File: config.mk
export PLATFORM = sky130hd
export DESIGN_NAME = chip_select_decode
export DESIGN_NICKNAME = d
export VERILOG_FILES = /design/src/chip_select_pkg.sv /design/src/chip_select_decode.sv
export SDC_FILE = /design/constraint.sdc
export NUM_CORES = 1
export LEC_CHECK = 0
export ABC_AREA = 1
export BUFFER_PORTS_ARGS = -buffer_cell sky130_fd_sc_hd__buf_4
export CORE_MARGIN = 1.5
export CORE_UTILIZATION = 25
export DETAILED_ROUTE_END_ITERATION = 6
export GPL_TIMING_DRIVEN = 0
export HOLD_SLACK_MARGIN = 0.05
export MAX_ROUTING_LAYER = met4
export PLACE_DENSITY = 0.52
export SYNTH_ARGS = -nofsm -noshare
export SYNTH_HDL_FRONTEND = slang
export SYNTH_SLANG_ARGS = --single-unit
File: constraint.sdc
create_clock -name clk_sys -period 4.76 [get_ports clk_sys]
set_clock_uncertainty 0.2 [all_clocks]
set_input_delay 1.428 -clock clk_sys [delete_from_list [all_inputs] [get_ports clk_sys]]
set_output_delay 1.428 -clock clk_sys [all_outputs]
set_load 0.05 [all_outputs]
File: src/chip_select_pkg.sv
package chip_select_pkg;

	// ==========================================================================
	// Register indices (byte address is four times the index)
	// ==========================================================================
	localparam logic [31:0] SELECT_ZERO_START_IDX = 32'h0b00_0320;
	localparam logic [31:0] SELECT_ZERO_STOP_IDX  = 32'h0b00_0322;
	localparam logic [31:0] SELECT_ZERO_HIGH_IDX  = 32'h0b00_0324;
	localparam logic [31:0] SELECT_ONE_START_IDX  = 32'h0b00_0326;
	localparam logic [31:0] SELECT_ONE_STOP_IDX   = 32'h0b00_0328;
	localparam logic [31:0] SELECT_ONE_HIGH_IDX   = 32'h0b00_032a;
	localparam logic [31:0] SELECT_QUALIFIER_IDX  = 32'h0b00_032c;
	localparam logic [31:0] SELECT_STATUS_IDX     = 32'h0b00_03f0;

	// ==========================================================================
	// Field layout of the qualifier register
	// ==========================================================================
	localparam int SELECT_ZERO_QUALIFIER_POS  = 0;
	localparam int SELECT_ZERO_WIDTH_POS      = 2;
	localparam int SELECT_ZERO_CYCLE_TYPE_POS = 3;
	localparam int SELECT_ONE_QUALIFIER_POS   = 4;
	localparam int SELECT_ONE_WIDTH_POS       = 6;
	localparam int SELECT_ONE_CYCLE_TYPE_POS  = 7;

	// ==========================================================================
	// Qualifier encodings, reset values, bus answers
	// ==========================================================================
	localparam logic [1:0] QUALIFIER_DISABLED = 2'h0;
	localparam logic [1:0] QUALIFIER_READ     = 2'h1;
	localparam logic [1:0] QUALIFIER_WRITE    = 2'h2;
	localparam logic [1:0] QUALIFIER_ADDRESS  = 2'h3;

	localparam logic [15:0] SELECT_VALUE_RESET = 16'h0000;
	localparam logic [11:0] SELECT_HIGH_RESET  = 12'h000;
	localparam logic [1:0]  AXI_RESP_OKAY      = 2'h0;
	localparam logic [1:0]  AXI_RESP_SLVERR    = 2'h2;

	// ==========================================================================
	// Carriers
	// ==========================================================================
	// One select's whole configuration
	typedef struct packed {
		logic [15:0] start;
		logic [15:0] stop;
		logic [11:0] high;
		logic [1:0]  qualifier;
		logic        wide;
		logic        cycle_mem;
	} select_cfg_t;

	// One system bus cycle as seen by the decoder
	typedef struct packed {
		logic [27:0] addr;
		logic        read_strobe;
		logic        write_strobe;
		logic        io_cycle;
	} bus_cycle_t;

endpackage

File: src/chip_select_decode.sv
// Decided for this implementation: the AXI4-Lite slave port.
`timescale 1ns/1ps

// Overview of operation
// RQ1: Select one's low range holds only when address 15:0 lies within start and stop inclusive.
// RQ2: Select one also needs address 27:16 equal to its 12-bit high value.
// RQ3: Select one fires only when range, high match and the chosen qualifier all hold.
// RQ4: A 16-bit select one ignores address bit 0 in its range compare.
// RQ5: Select one's two-bit mode gives disabled, read strobe, write strobe or address only.
// RQ6: Select zero has the same two-bit mode field in the low bits of the mode register.
// RQ7: A target-cycle bit limits select one to I/O cycles only or memory cycles only.
// RQ8: A separate target-cycle bit does the same for select zero.
// RQ9: Select one runs 8-bit cycles unless its width bit is set or a wide indication is active.
// RQ10: Select zero runs 8-bit cycles unless its width bit is set or a wide indication is active.
// RQ11: Reserved bits of the high-value and mode registers read as zero.
// RQ12: The clock-domain reset clears all select fields; any other reset leaves them alone.
// RQ13: Select one has a 16-bit read/write stop value, the inclusive top of its range.
// RQ14: Select one has a 16-bit read/write start value, the inclusive bottom of its range.
// RQ15: Select zero decodes the same way with its own start, stop and high values.
// RQ16: A 16-bit select zero ignores address bit 0 in its range compare.
// RQ17: A target-cycle bit of 0 means I/O cycles only and 1 means memory cycles only.
module chip_select_decode (
	input  wire logic                        clk_sys,                  // 250 MHz system clock
	input  wire logic                        reset_n,                  // Bus logic reset
	input  wire logic                        real_time_clock_reset_n,  // Clears select config
	// AXI4-Lite slave
	input  wire logic [31:0]                 s_axi_awaddr,             // Write address
	input  wire logic                        s_axi_awvalid,            // Write address valid
	output logic                             s_axi_awready,            // Write address ready
	input  wire logic [31:0]                 s_axi_wdata,              // Write data
	input  wire logic [3:0]                  s_axi_wstrb,              // Write byte strobes
	input  wire logic                        s_axi_wvalid,             // Write data valid
	output logic                             s_axi_wready,             // Write data ready
	output logic [1:0]                       s_axi_bresp,              // Write response
	output logic                             s_axi_bvalid,             // Write response valid
	input  wire logic                        s_axi_bready,             // Write response ready
	input  wire logic [31:0]                 s_axi_araddr,             // Read address
	input  wire logic                        s_axi_arvalid,            // Read address valid
	output logic                             s_axi_arready,            // Read address ready
	output logic [31:0]                      s_axi_rdata,              // Read data
	output logic [1:0]                       s_axi_rresp,              // Read response
	output logic                             s_axi_rvalid,             // Read data valid
	input  wire logic                        s_axi_rready,             // Read data ready
	// System bus cycle, same clock domain
	input  wire chip_select_pkg::bus_cycle_t bus_cycle,                // Address, strobes, type
	// External pins, asynchronous
	input  wire logic                        memory_wide_indication_n, // Memory wants 16 bit
	input  wire logic                        io_wide_indication_n,     // I/O wants 16 bit
	// Decode results
	output logic                             chip_select_zero,         // Select 0 active high
	output logic                             chip_select_one,          // Select 1 active high
	output logic                             cycle_wide                // Selected cycle is 16 bit
);
	import chip_select_pkg::*;

	// ==========================================================================
	// Helper functions
	// ==========================================================================
	// Full decode of one select against one bus cycle
	function automatic logic select_hit(select_cfg_t c, bus_cycle_t b);
		logic [15:0] lo;
		logic [15:0] st;
		logic [15:0] sp;
		logic        range_ok;
		logic        high_ok;
		logic        qual_ok;
		logic        cyc_ok;

		lo = b.addr[15:0];
		st = c.start;
		sp = c.stop;
		// Wide selects pair bytes, so the byte lane bit plays no part
		if (c.wide) begin                                   // [RQ4] [RQ16]
			lo[0] = 1'b0;
			st[0] = 1'b0;
			sp[0] = 1'b0;
		end

		range_ok = (lo >= st) && (lo <= sp);                // [RQ1] [RQ15]
		high_ok  = (b.addr[27:16] == c.high);               // [RQ2] [RQ15]
		case (c.qualifier)                                  // [RQ5] [RQ6]
			QUALIFIER_DISABLED: qual_ok = 1'b0;
			QUALIFIER_READ:     qual_ok = b.read_strobe;
			QUALIFIER_WRITE:    qual_ok = b.write_strobe;
			QUALIFIER_ADDRESS:  qual_ok = 1'b1;
			default:            qual_ok = 1'b0;
		endcase
		cyc_ok = c.cycle_mem ? ~b.io_cycle : b.io_cycle;    // [RQ7] [RQ8] [RQ17]
		return range_ok && high_ok && qual_ok && cyc_ok;    // [RQ3]
	endfunction

	// Merge a 16-bit register with byte-strobed write data
	function automatic logic [15:0] merge16(logic [15:0] old, logic [31:0] d, logic [3:0] s);
		logic [15:0] r;

		r = old;
		if (s[0]) begin
			r[7:0] = d[7:0];
		end
		if (s[1]) begin
			r[15:8] = d[15:8];
		end
		return r;
	endfunction

	// Word index match for a byte address
	function automatic logic at_index(logic [31:0] a, logic [31:0] idx);
		return (a[31:2] == idx[29:0]) && (a[1:0] == 2'h0);
	endfunction

	// ==========================================================================
	// Signals
	// ==========================================================================
	select_cfg_t cfg_zero_q;
	select_cfg_t cfg_one_q;

	logic        aw_full_q;
	logic        w_full_q;
	logic [31:0] aw_addr_q;
	logic [31:0] w_data_q;
	logic [3:0]  w_strb_q;
	logic        do_write;
	logic        write_mapped;

	logic [1:0]  mem_wide_sync_q;
	logic [1:0]  io_wide_sync_q;
	logic        wide_indicated;
	logic        hit_zero;
	logic        hit_one;

	logic [15:0] mode_view;
	logic [31:0] read_word;
	logic        read_mapped;

	// ==========================================================================
	// Pin synchronisers
	// ==========================================================================
	// Wide indications come straight off the board, two flops each
	always_ff @(posedge clk_sys or negedge reset_n) begin
		if (!reset_n) begin
			mem_wide_sync_q <= 2'h3;
			io_wide_sync_q  <= 2'h3;
		end else begin
			mem_wide_sync_q <= {mem_wide_sync_q[0], memory_wide_indication_n};
			io_wide_sync_q  <= {io_wide_sync_q[0], io_wide_indication_n};
		end
	end

	// Only the second stage is looked at
	assign wide_indicated = ~mem_wide_sync_q[1] | ~io_wide_sync_q[1];

	// ==========================================================================
	// AXI4-Lite write channel
	// ==========================================================================
	// Address and data are caught in either order; one write in flight
	always_ff @(posedge clk_sys or negedge reset_n) begin
		if (!reset_n) begin
			aw_full_q     <= 1'b0;
			w_full_q      <= 1'b0;
			aw_addr_q     <= 32'h0000_0000;
			w_data_q      <= 32'h0000_0000;
			w_strb_q      <= 4'h0;
			s_axi_awready <= 1'b1;
			s_axi_wready  <= 1'b1;
			s_axi_bvalid  <= 1'b0;
			s_axi_bresp   <= AXI_RESP_OKAY;
		end else begin
			if (s_axi_awvalid && s_axi_awready) begin
				aw_full_q     <= 1'b1;
				aw_addr_q     <= s_axi_awaddr;
				s_axi_awready <= 1'b0;
			end
			if (s_axi_wvalid && s_axi_wready) begin
				w_full_q     <= 1'b1;
				w_data_q     <= s_axi_wdata;
				w_strb_q     <= s_axi_wstrb;
				s_axi_wready <= 1'b0;
			end

			// Both halves held: commit and answer
			if (do_write) begin
				aw_full_q    <= 1'b0;
				w_full_q     <= 1'b0;
				s_axi_bvalid <= 1'b1;
				s_axi_bresp  <= write_mapped ? AXI_RESP_OKAY : AXI_RESP_SLVERR;
			end

			// Ready returns only once the response is gone
			if (s_axi_bvalid && s_axi_bready) begin
				s_axi_bvalid  <= 1'b0;
				s_axi_awready <= 1'b1;
				s_axi_wready  <= 1'b1;
			end
		end
	end

	assign do_write = aw_full_q && w_full_q && !s_axi_bvalid;

	// Write decode; the status word is read only
	always_comb begin
		write_mapped = at_index(aw_addr_q, SELECT_ZERO_START_IDX)
			|| at_index(aw_addr_q, SELECT_ZERO_STOP_IDX)
			|| at_index(aw_addr_q, SELECT_ZERO_HIGH_IDX)
			|| at_index(aw_addr_q, SELECT_ONE_START_IDX)
			|| at_index(aw_addr_q, SELECT_ONE_STOP_IDX)
			|| at_index(aw_addr_q, SELECT_ONE_HIGH_IDX)
			|| at_index(aw_addr_q, SELECT_QUALIFIER_IDX);
	end

	// ==========================================================================
	// Select configuration registers
	// ==========================================================================
	// Cleared only by the clock-domain reset; the bus reset leaves them intact
	always_ff @(posedge clk_sys or negedge real_time_clock_reset_n) begin
		if (!real_time_clock_reset_n) begin                 // [RQ12]
			cfg_zero_q <= '{start: SELECT_VALUE_RESET, stop: SELECT_VALUE_RESET,
				high: SELECT_HIGH_RESET, qualifier: QUALIFIER_DISABLED,
				wide: 1'b0, cycle_mem: 1'b0};
			cfg_one_q  <= '{start: SELECT_VALUE_RESET, stop: SELECT_VALUE_RESET,
				high: SELECT_HIGH_RESET, qualifier: QUALIFIER_DISABLED,
				wide: 1'b0, cycle_mem: 1'b0};
		end else if (do_write) begin
			if (at_index(aw_addr_q, SELECT_ZERO_START_IDX)) begin
				cfg_zero_q.start <= merge16(cfg_zero_q.start, w_data_q, w_strb_q);
			end
			if (at_index(aw_addr_q, SELECT_ZERO_STOP_IDX)) begin
				cfg_zero_q.stop <= merge16(cfg_zero_q.stop, w_data_q, w_strb_q);
			end

			// High values keep 12 bits; 15:12 read as zero
			if (at_index(aw_addr_q, SELECT_ZERO_HIGH_IDX)) begin
				cfg_zero_q.high <= 12'(merge16({4'h0, cfg_zero_q.high}, w_data_q, w_strb_q));
			end
			if (at_index(aw_addr_q, SELECT_ONE_START_IDX)) begin    // [RQ14]
				cfg_one_q.start <= merge16(cfg_one_q.start, w_data_q, w_strb_q);
			end
			if (at_index(aw_addr_q, SELECT_ONE_STOP_IDX)) begin     // [RQ13]
				cfg_one_q.stop <= merge16(cfg_one_q.stop, w_data_q, w_strb_q);
			end

			if (at_index(aw_addr_q, SELECT_ONE_HIGH_IDX)) begin
				cfg_one_q.high <= 12'(merge16({4'h0, cfg_one_q.high}, w_data_q, w_strb_q));
			end

			// Upper byte of the mode word is reserved and not stored
			if (at_index(aw_addr_q, SELECT_QUALIFIER_IDX) && w_strb_q[0]) begin
				cfg_zero_q.qualifier <=
					w_data_q[SELECT_ZERO_QUALIFIER_POS +: 2];           // [RQ6]
				cfg_zero_q.wide      <= w_data_q[SELECT_ZERO_WIDTH_POS];
				cfg_zero_q.cycle_mem <= w_data_q[SELECT_ZERO_CYCLE_TYPE_POS];
				cfg_one_q.qualifier  <=
					w_data_q[SELECT_ONE_QUALIFIER_POS +: 2];            // [RQ5]
				cfg_one_q.wide       <= w_data_q[SELECT_ONE_WIDTH_POS];
				cfg_one_q.cycle_mem  <= w_data_q[SELECT_ONE_CYCLE_TYPE_POS];
			end
		end
	end

	// ==========================================================================
	// Read view
	// ==========================================================================
	// Mode word rebuilt from fields, reserved byte at zero
	always_comb begin
		mode_view                                  = 16'h0000;  // [RQ11]
		mode_view[SELECT_ZERO_QUALIFIER_POS +: 2]  = cfg_zero_q.qualifier;
		mode_view[SELECT_ZERO_WIDTH_POS]           = cfg_zero_q.wide;
		mode_view[SELECT_ZERO_CYCLE_TYPE_POS]      = cfg_zero_q.cycle_mem;
		mode_view[SELECT_ONE_QUALIFIER_POS +: 2]   = cfg_one_q.qualifier;
		mode_view[SELECT_ONE_WIDTH_POS]            = cfg_one_q.wide;
		mode_view[SELECT_ONE_CYCLE_TYPE_POS]       = cfg_one_q.cycle_mem;
	end

	// Read mux; 16-bit registers sit in the low half, upper half zero
	always_comb begin
		read_word   = 32'h0000_0000;
		read_mapped = 1'b1;
		if (at_index(s_axi_araddr, SELECT_ZERO_START_IDX)) begin
			read_word = {16'h0000, cfg_zero_q.start};
		end else if (at_index(s_axi_araddr, SELECT_ZERO_STOP_IDX)) begin
			read_word = {16'h0000, cfg_zero_q.stop};
		end else if (at_index(s_axi_araddr, SELECT_ZERO_HIGH_IDX)) begin
			read_word = {20'h0_0000, cfg_zero_q.high};       // [RQ11]
		end else if (at_index(s_axi_araddr, SELECT_ONE_START_IDX)) begin
			read_word = {16'h0000, cfg_one_q.start};
		end else if (at_index(s_axi_araddr, SELECT_ONE_STOP_IDX)) begin
			read_word = {16'h0000, cfg_one_q.stop};
		end else if (at_index(s_axi_araddr, SELECT_ONE_HIGH_IDX)) begin
			read_word = {20'h0_0000, cfg_one_q.high};        // [RQ11]
		end else if (at_index(s_axi_araddr, SELECT_QUALIFIER_IDX)) begin
			read_word = {16'h0000, mode_view};
		end else if (at_index(s_axi_araddr, SELECT_STATUS_IDX)) begin
			read_word = {29'h0000_0000, cycle_wide, chip_select_one, chip_select_zero};
		end else begin
			read_mapped = 1'b0;
		end
	end

	// ==========================================================================
	// AXI4-Lite read channel
	// ==========================================================================
	// Answer one cycle after the address is taken
	// One read at a time: arready waits for rready
	always_ff @(posedge clk_sys or negedge reset_n) begin
		if (!reset_n) begin
			s_axi_arready <= 1'b1;
			s_axi_rvalid  <= 1'b0;
			s_axi_rdata   <= 32'h0000_0000;
			s_axi_rresp   <= AXI_RESP_OKAY;
		end else begin
			if (s_axi_arvalid && s_axi_arready) begin
				s_axi_arready <= 1'b0;
				s_axi_rvalid  <= 1'b1;
				s_axi_rdata   <= read_word;
				s_axi_rresp   <= read_mapped ? AXI_RESP_OKAY : AXI_RESP_SLVERR;
			end else if (s_axi_rvalid && s_axi_rready) begin
				s_axi_rvalid  <= 1'b0;
				s_axi_arready <= 1'b1;
			end
		end
	end

	// ==========================================================================
	// Chip select decode
	// ==========================================================================
	// Both selects share one decode function so they cannot drift apart
	always_comb begin
		hit_zero = select_hit(cfg_zero_q, bus_cycle);       // [RQ15]
		hit_one  = select_hit(cfg_one_q, bus_cycle);        // [RQ3]
	end

	// Registered outputs cost one cycle of latency but give clean pins
	always_ff @(posedge clk_sys or negedge reset_n) begin
		if (!reset_n) begin
			chip_select_zero <= 1'b0;
			chip_select_one  <= 1'b0;
			cycle_wide       <= 1'b0;
		end else begin
			chip_select_zero <= hit_zero;
			chip_select_one  <= hit_one;
			cycle_wide       <= (hit_zero && (cfg_zero_q.wide || wide_indicated))  // [RQ10]
				|| (hit_one && (cfg_one_q.wide || wide_indicated));                // [RQ9]
		end
	end

endmodule // chip_select_decode

# After elaboration in Yosys (flattened, before gate mapping)
# Index checks and enable logic that the tools add are counted.
# Widths: inputs -> output; s select.
# totals
elab_cells	175
output_inout_bits	44
in_bits	141
reg_bits	196
# op_classes
mux	42
n_reduce_logical	66
n_lt_le_gt_ge	4
n_bitwise	4
n_eq_ne	23
# ops
op	n
$eq 30x28->1 const B	15
$mux 16	4
$reduce_and 3->1	12
$logic_and 1x1->1	33
$ge 16x16->1	2
$le 16x16->1	2
$mux 32	1
$mux 1	30
$eq 12x12->1	2
$mux 12	1
$reduce_bool 2->1	6
$logic_or 1x1->1	9
$eq 2x2->1 const B	4
$logic_not 2->1	4
$mux 8	1
$pmux 1 s4	2
$eq 2x1->1 const B	2
$mux 2	2
$mux 3	1
$not 1->1	3
$reduce_and 2->1	1
$logic_not 1->1	1
$or 1x1->1	1

# Logic depth before layout (Yosys ltp)
# logic_depth
depth_word	11
ltp_mapped	14
ltp_nobuf	14

# Worst setup path after synthesis
# No wires, ideal clock.
# synth_timing
kind	input port to flip-flop
start	in s_axi_araddr[1]
end	reg s_axi_rdata[0]
setup_time_ns	0.118
path_buffers	0
cell_stages	12
path_slack_ns	1.842
required_time_ns	4.442
arrival_ns	2.601
path_cell_list	nor2_4 inv_2 nor3_4 nand2_1 nor3_1 nand2_1 nand2_1 nor2_1 nand2_1 nand3_1 nand2_1 nand2_1
# synth_via
elab_chain_len	10
elab_cells_between_ends	17
classes_between	mux: 8; reduce/logical: 9
# synth_rtl
element	line	text
from (decl)	chip_select_decode.sv:37	input wire logic [31:0] s_axi_araddr,
$logic_not 2->1 *	chip_select_decode.sv:108	return (a[31:2] == idx[29:0]) && (a[1:0] == 2'h0);
$logic_and 1x1->1	chip_select_decode.sv:108	
$mux 3	chip_select_decode.sv:291	end else if (at_index(s_axi_araddr, SELECT_STATUS_IDX)) begin
$mux 8	chip_select_decode.sv:289	end else if (at_index(s_axi_araddr, SELECT_QUALIFIER_IDX)) begin
$mux 12	chip_select_decode.sv:287	end else if (at_index(s_axi_araddr, SELECT_ONE_HIGH_IDX)) begin
$mux 16	chip_select_decode.sv:285	end else if (at_index(s_axi_araddr, SELECT_ONE_STOP_IDX)) begin
$mux 16	chip_select_decode.sv:283	end else if (at_index(s_axi_araddr, SELECT_ONE_START_IDX)) begin
$mux 16	chip_select_decode.sv:281	end else if (at_index(s_axi_araddr, SELECT_ZERO_HIGH_IDX)) begin
$mux 16	chip_select_decode.sv:279	end else if (at_index(s_axi_araddr, SELECT_ZERO_STOP_IDX)) begin
$mux 32 *	chip_select_decode.sv:277	if (at_index(s_axi_araddr, SELECT_ZERO_START_IDX)) begin
to (signal assigned)	chip_select_decode.sv:313	s_axi_rdata <= read_word;
to (decl)	chip_select_decode.sv:40	output logic [31:0] s_axi_rdata,
# Every way passes the cells marked *; elsewhere a longest branch is shown, timed or not.
# A chain may end at the register's enable or synchronous reset.

# Worst setup path after layout
# layout_timing
start	in s_axi_araddr[15]
end	reg s_axi_rdata[11]
# layout_via
elab_chain_len	8
elab_cells_between_ends	18
classes_between	eq/ne: 6; mux: 6; reduce/logical: 6
# layout_rtl
element	line
$eq 30x28->1	chip_select_decode.sv:108
$logic_and 1x1->1	chip_select_decode.sv:108
$mux 12	chip_select_decode.sv:287
$mux 16	chip_select_decode.sv:285
$mux 16	chip_select_decode.sv:283
$mux 16	chip_select_decode.sv:281
$mux 16	chip_select_decode.sv:279
$mux 32 *	chip_select_decode.sv:277
# Marks and branches as above.

==> results.md <==
* Final period utilization at 0.647
* H-Tree Depth at 4
* Total clock buffers created by CTS at 17
* RSZ-0062 raised after global routing: false
* Post-synthesis adder-cell area fraction at 0.0778
* CP Class: in2reg
* Die area at about 42,000 um^2
* Worst Slack Setup Final at roughly 1.7 ns
* Post-layout min period at slightly above 3 ns
* Max-cap violations at 0
* Layout overhead on the synthesized area at 23.9%
* Tot GR Track Use at 0.166
* Post_cts resized at 0
* Ratio of cells with drive above 1 in the final layout at 0.166
* Area share of the largest cell type after synthesis at 0.416
* Synth unique cells at 43
* Die width at approximately 210 um
* Mean Syn Cell Area at 7.76 um^2
* WL final at ~33,000 um
* Crit path capture: s_axi_rdata[11]
* Dpl ws at about 1.3 ns
* Reg2Reg Depth at 9
* WP data arrival at roughly 3.3 ns
* Worst r2r dst: cfg_one_q[37]
* Setup crit end kind: flip-flop
* Multi-input logic area at around 5000 um^2
* # nets final at around 1,700
* Slew @ Worst Pin at around 1.2 ns
* Maximum number of pins on one net before global-route repair at between 90 and 100
* Flop-to-flop setup slack at ~2.4 ns
* FMAX at 0.325 GHz
* Synth Area in XOR/XNOR at 0.00766
* Buffers on Ports at 148
* Vias in the first global route at around 9,000
* Row count at 74
* Routed length per placed instance at around 16 um
* Worst-path fanout max at 8
* Gr ovfl total at 0
* Sequential Area at about 4500 um^2
* Vias at 9,355
* Clk_lat worst skew at approximately 0.45 ns
* Compound-cell area share of the yosys netlist at 0.118
* 1st-pass router iterations at 7
* Filler cells at 4,416
* Cts hold-fix bufs at 0
* Syn. warnings at 0
* Initial antenna violation count at 3
* Clock-pin slew on the worst setup and hold paths at 0.08 ns
* Post-Syn Area at between 10,000 and 15,000 um^2
* Pwr Density at ~350 nW/um^2
* EDFF count, synth at 0
* Violated checks: design-rule violations
* Seq/Total Area, Yosys at 0.434
* Sink Count at ~180
* DR iter-0 viols at 632
* Top cells by count, synth: 362 x nand2_1, 171 x dfrtp_1, 162 x inv_1, 97 x nor2_1, 82 x o21ai_0
* Final Hold Viols at 0
* Async SR Flop Fraction at 1.00
* GPL Wtd Cong at between 0.9 and 1
* Antenna viol nets, final at 0
* Post-CTS setup buffers at 0
* Via density at approximately 4.5
* Worst Setup SP: s_axi_araddr[15]
* Final HPWL DP at about 27,000 um
* CP startpoint kind: primary input
* Pleak at 5.92 nW
* Die H at about 210 um
* Main synth FF type: dfrtp_1
* Status: complete, but fails checks
* HP Class: reg2reg
* Synth area leaders: dfrtp_1 42%, nand2_1 13%, ha_1 7.8%
* Largest family of logic cells by synthesized area: simple AND/OR/NAND/NOR gates
* Worst slew margin at 0.195
* Global-route wire length before repair at 51,400 um
* Pwr Total at ~4.4 mW
* Core area at between 40,000 and 50,000 um^2
* DR DRC count at 5
* Cells after Synth at 1,326
* CTS tree: done
* Post-synthesis mux area share at 0
* Initial core utilization at 0.252
* WP data required at slightly below 5 ns
* Worst R2R Start: aw_addr_q[17]
* Setup tns final at 0 ns
* Post-synthesis register bit count at about 180
* Top-count cell post-synth: nand2_1
* Peak supply drop at 0.241 mV
* Final Max Tran Viols at 0
* Setup-failing EPs final at 0
* Post-synth top area cell: dfrtp_1
* Root buffer cell: clkbuf_16
* # IOs at 185
* Simple-Gate Fraction of Synth Area at 0.272
* Clock Tree Buf Depth at 2
-- metal layers --
metal,share of wire,GRT usage
met1,0.48,0.225
met2,0.43,0.245
met3,0.078,0.0417
met4,0.014,0.0432
met5,0,-
-- critical path, cell delays in order --
cell and delay (ns):
buf_4 0.11, nor2_1 0.15, nand2_1 0.08, nor2_2 0.33, nand2_1 0.10, nor2_1 0.23, nand2_1 0.27, o21ai_0 0.26
nor2_1 0.07, nand4_1 0.10, nand2_1 0.08, nand2_1 0.07
-- cell type report --
type / instances / share of cell area
tap: 532 / 0.0522
antenna: 3 / 0.000589
sequential: 178 / 0.350
timing repair buffer: 148 / 0.0872
multi-input combinational: 951 / 0.390
buffer: 46 / 0.0227
clock inverter: 15 / 0.0147
clock buffer: 17 / 0.0334
inverter: 168 / 0.0495
-- cell families after synthesis --
logic type | Yosys count
AO/OA/AOI/OAI | 232
XOR/XNOR | 9
adder cells (fa/ha/maj) | 64
buffers and inverters | 214
flip-flops | 178
other | 1
AND/OR/NAND/NOR | 628
-- layout by cell type (no fill, tap or decap), drive strengths merged, types with 2 or more instances in the layout --
cell	n
a21oi	41
a22o	2
dfstp	7
buf	180
clkinvlp	2
nand2	364
ha	64
dfrtp	171
and3	2
diode	3
nor2	105
o211ai	4
nand4	42
nor3	20
o22ai	19
conb	18
xnor2	5
clkinv	8
nor4	10
xor2	4
nand3	83
clkbuf	31
o21ai	161
inv	172
-- sequential cells by signal, indices dropped and copies added (netlist names) --
name / cells
cycle_wide: 1
s_axi_arready: 1
mem_wide_sync_q: 2
s_axi_awready: 1
aw_addr_q: 32
s_axi_rresp: 1
aw_full_q: 1
w_full_q: 1
w_data_q: 16
cfg_zero_q: 48
chip_select_zero: 1
io_wide_sync_q: 2
s_axi_rdata: 16
cfg_one_q: 48
s_axi_bvalid: 1
s_axi_wready: 1
chip_select_one: 1
s_axi_rvalid: 1
s_axi_bresp: 1
w_strb_q: 2
-- through the flow --
stage	area, um^2	cells	hold slack, ns	util
floorplan	10300	1343	0.145	-
global placement	12100	2023	0.149	0.298
detailed placement	12100	2023	0.147	0.298
CTS	12700	2055	0.159	0.313
global route	12700	2058	0.160	0.313
finish	12700	2058	0.158	0.313
-- report_power, final --
part	leakage (nW)	total, mW	switching [mW]	internal [mW]
Clock	0.291	1.47	0.718	0.756
Sequential	2.37	1.88	0.122	1.76
Combinational	3.26	1.09	0.775	0.318
-- how the worst min path moves through the flow --
| stage | start | endpoint | slack, ns | cells after the start |
|---|---|---|---|---|
| finish | io_wide_sync_q[0] | io_wide_sync_q[1] | 0.16 | 0 |
| global route | io_wide_sync_q[0] | io_wide_sync_q[1] | 0.16 | 0 |
| CTS | io_wide_sync_q[0] | io_wide_sync_q[1] | 0.16 | 0 |
| detailed placement | mem_wide_sync_q[0] | mem_wide_sync_q[1] | 0.15 | 0 |
| global placement | io_wide_sync_q[0] | io_wide_sync_q[1] | 0.15 | 0 |
| floorplan | io_wide_sync_q[0] | io_wide_sync_q[1] | 0.15 | 0 |
(Power assumes the default switching activity.)
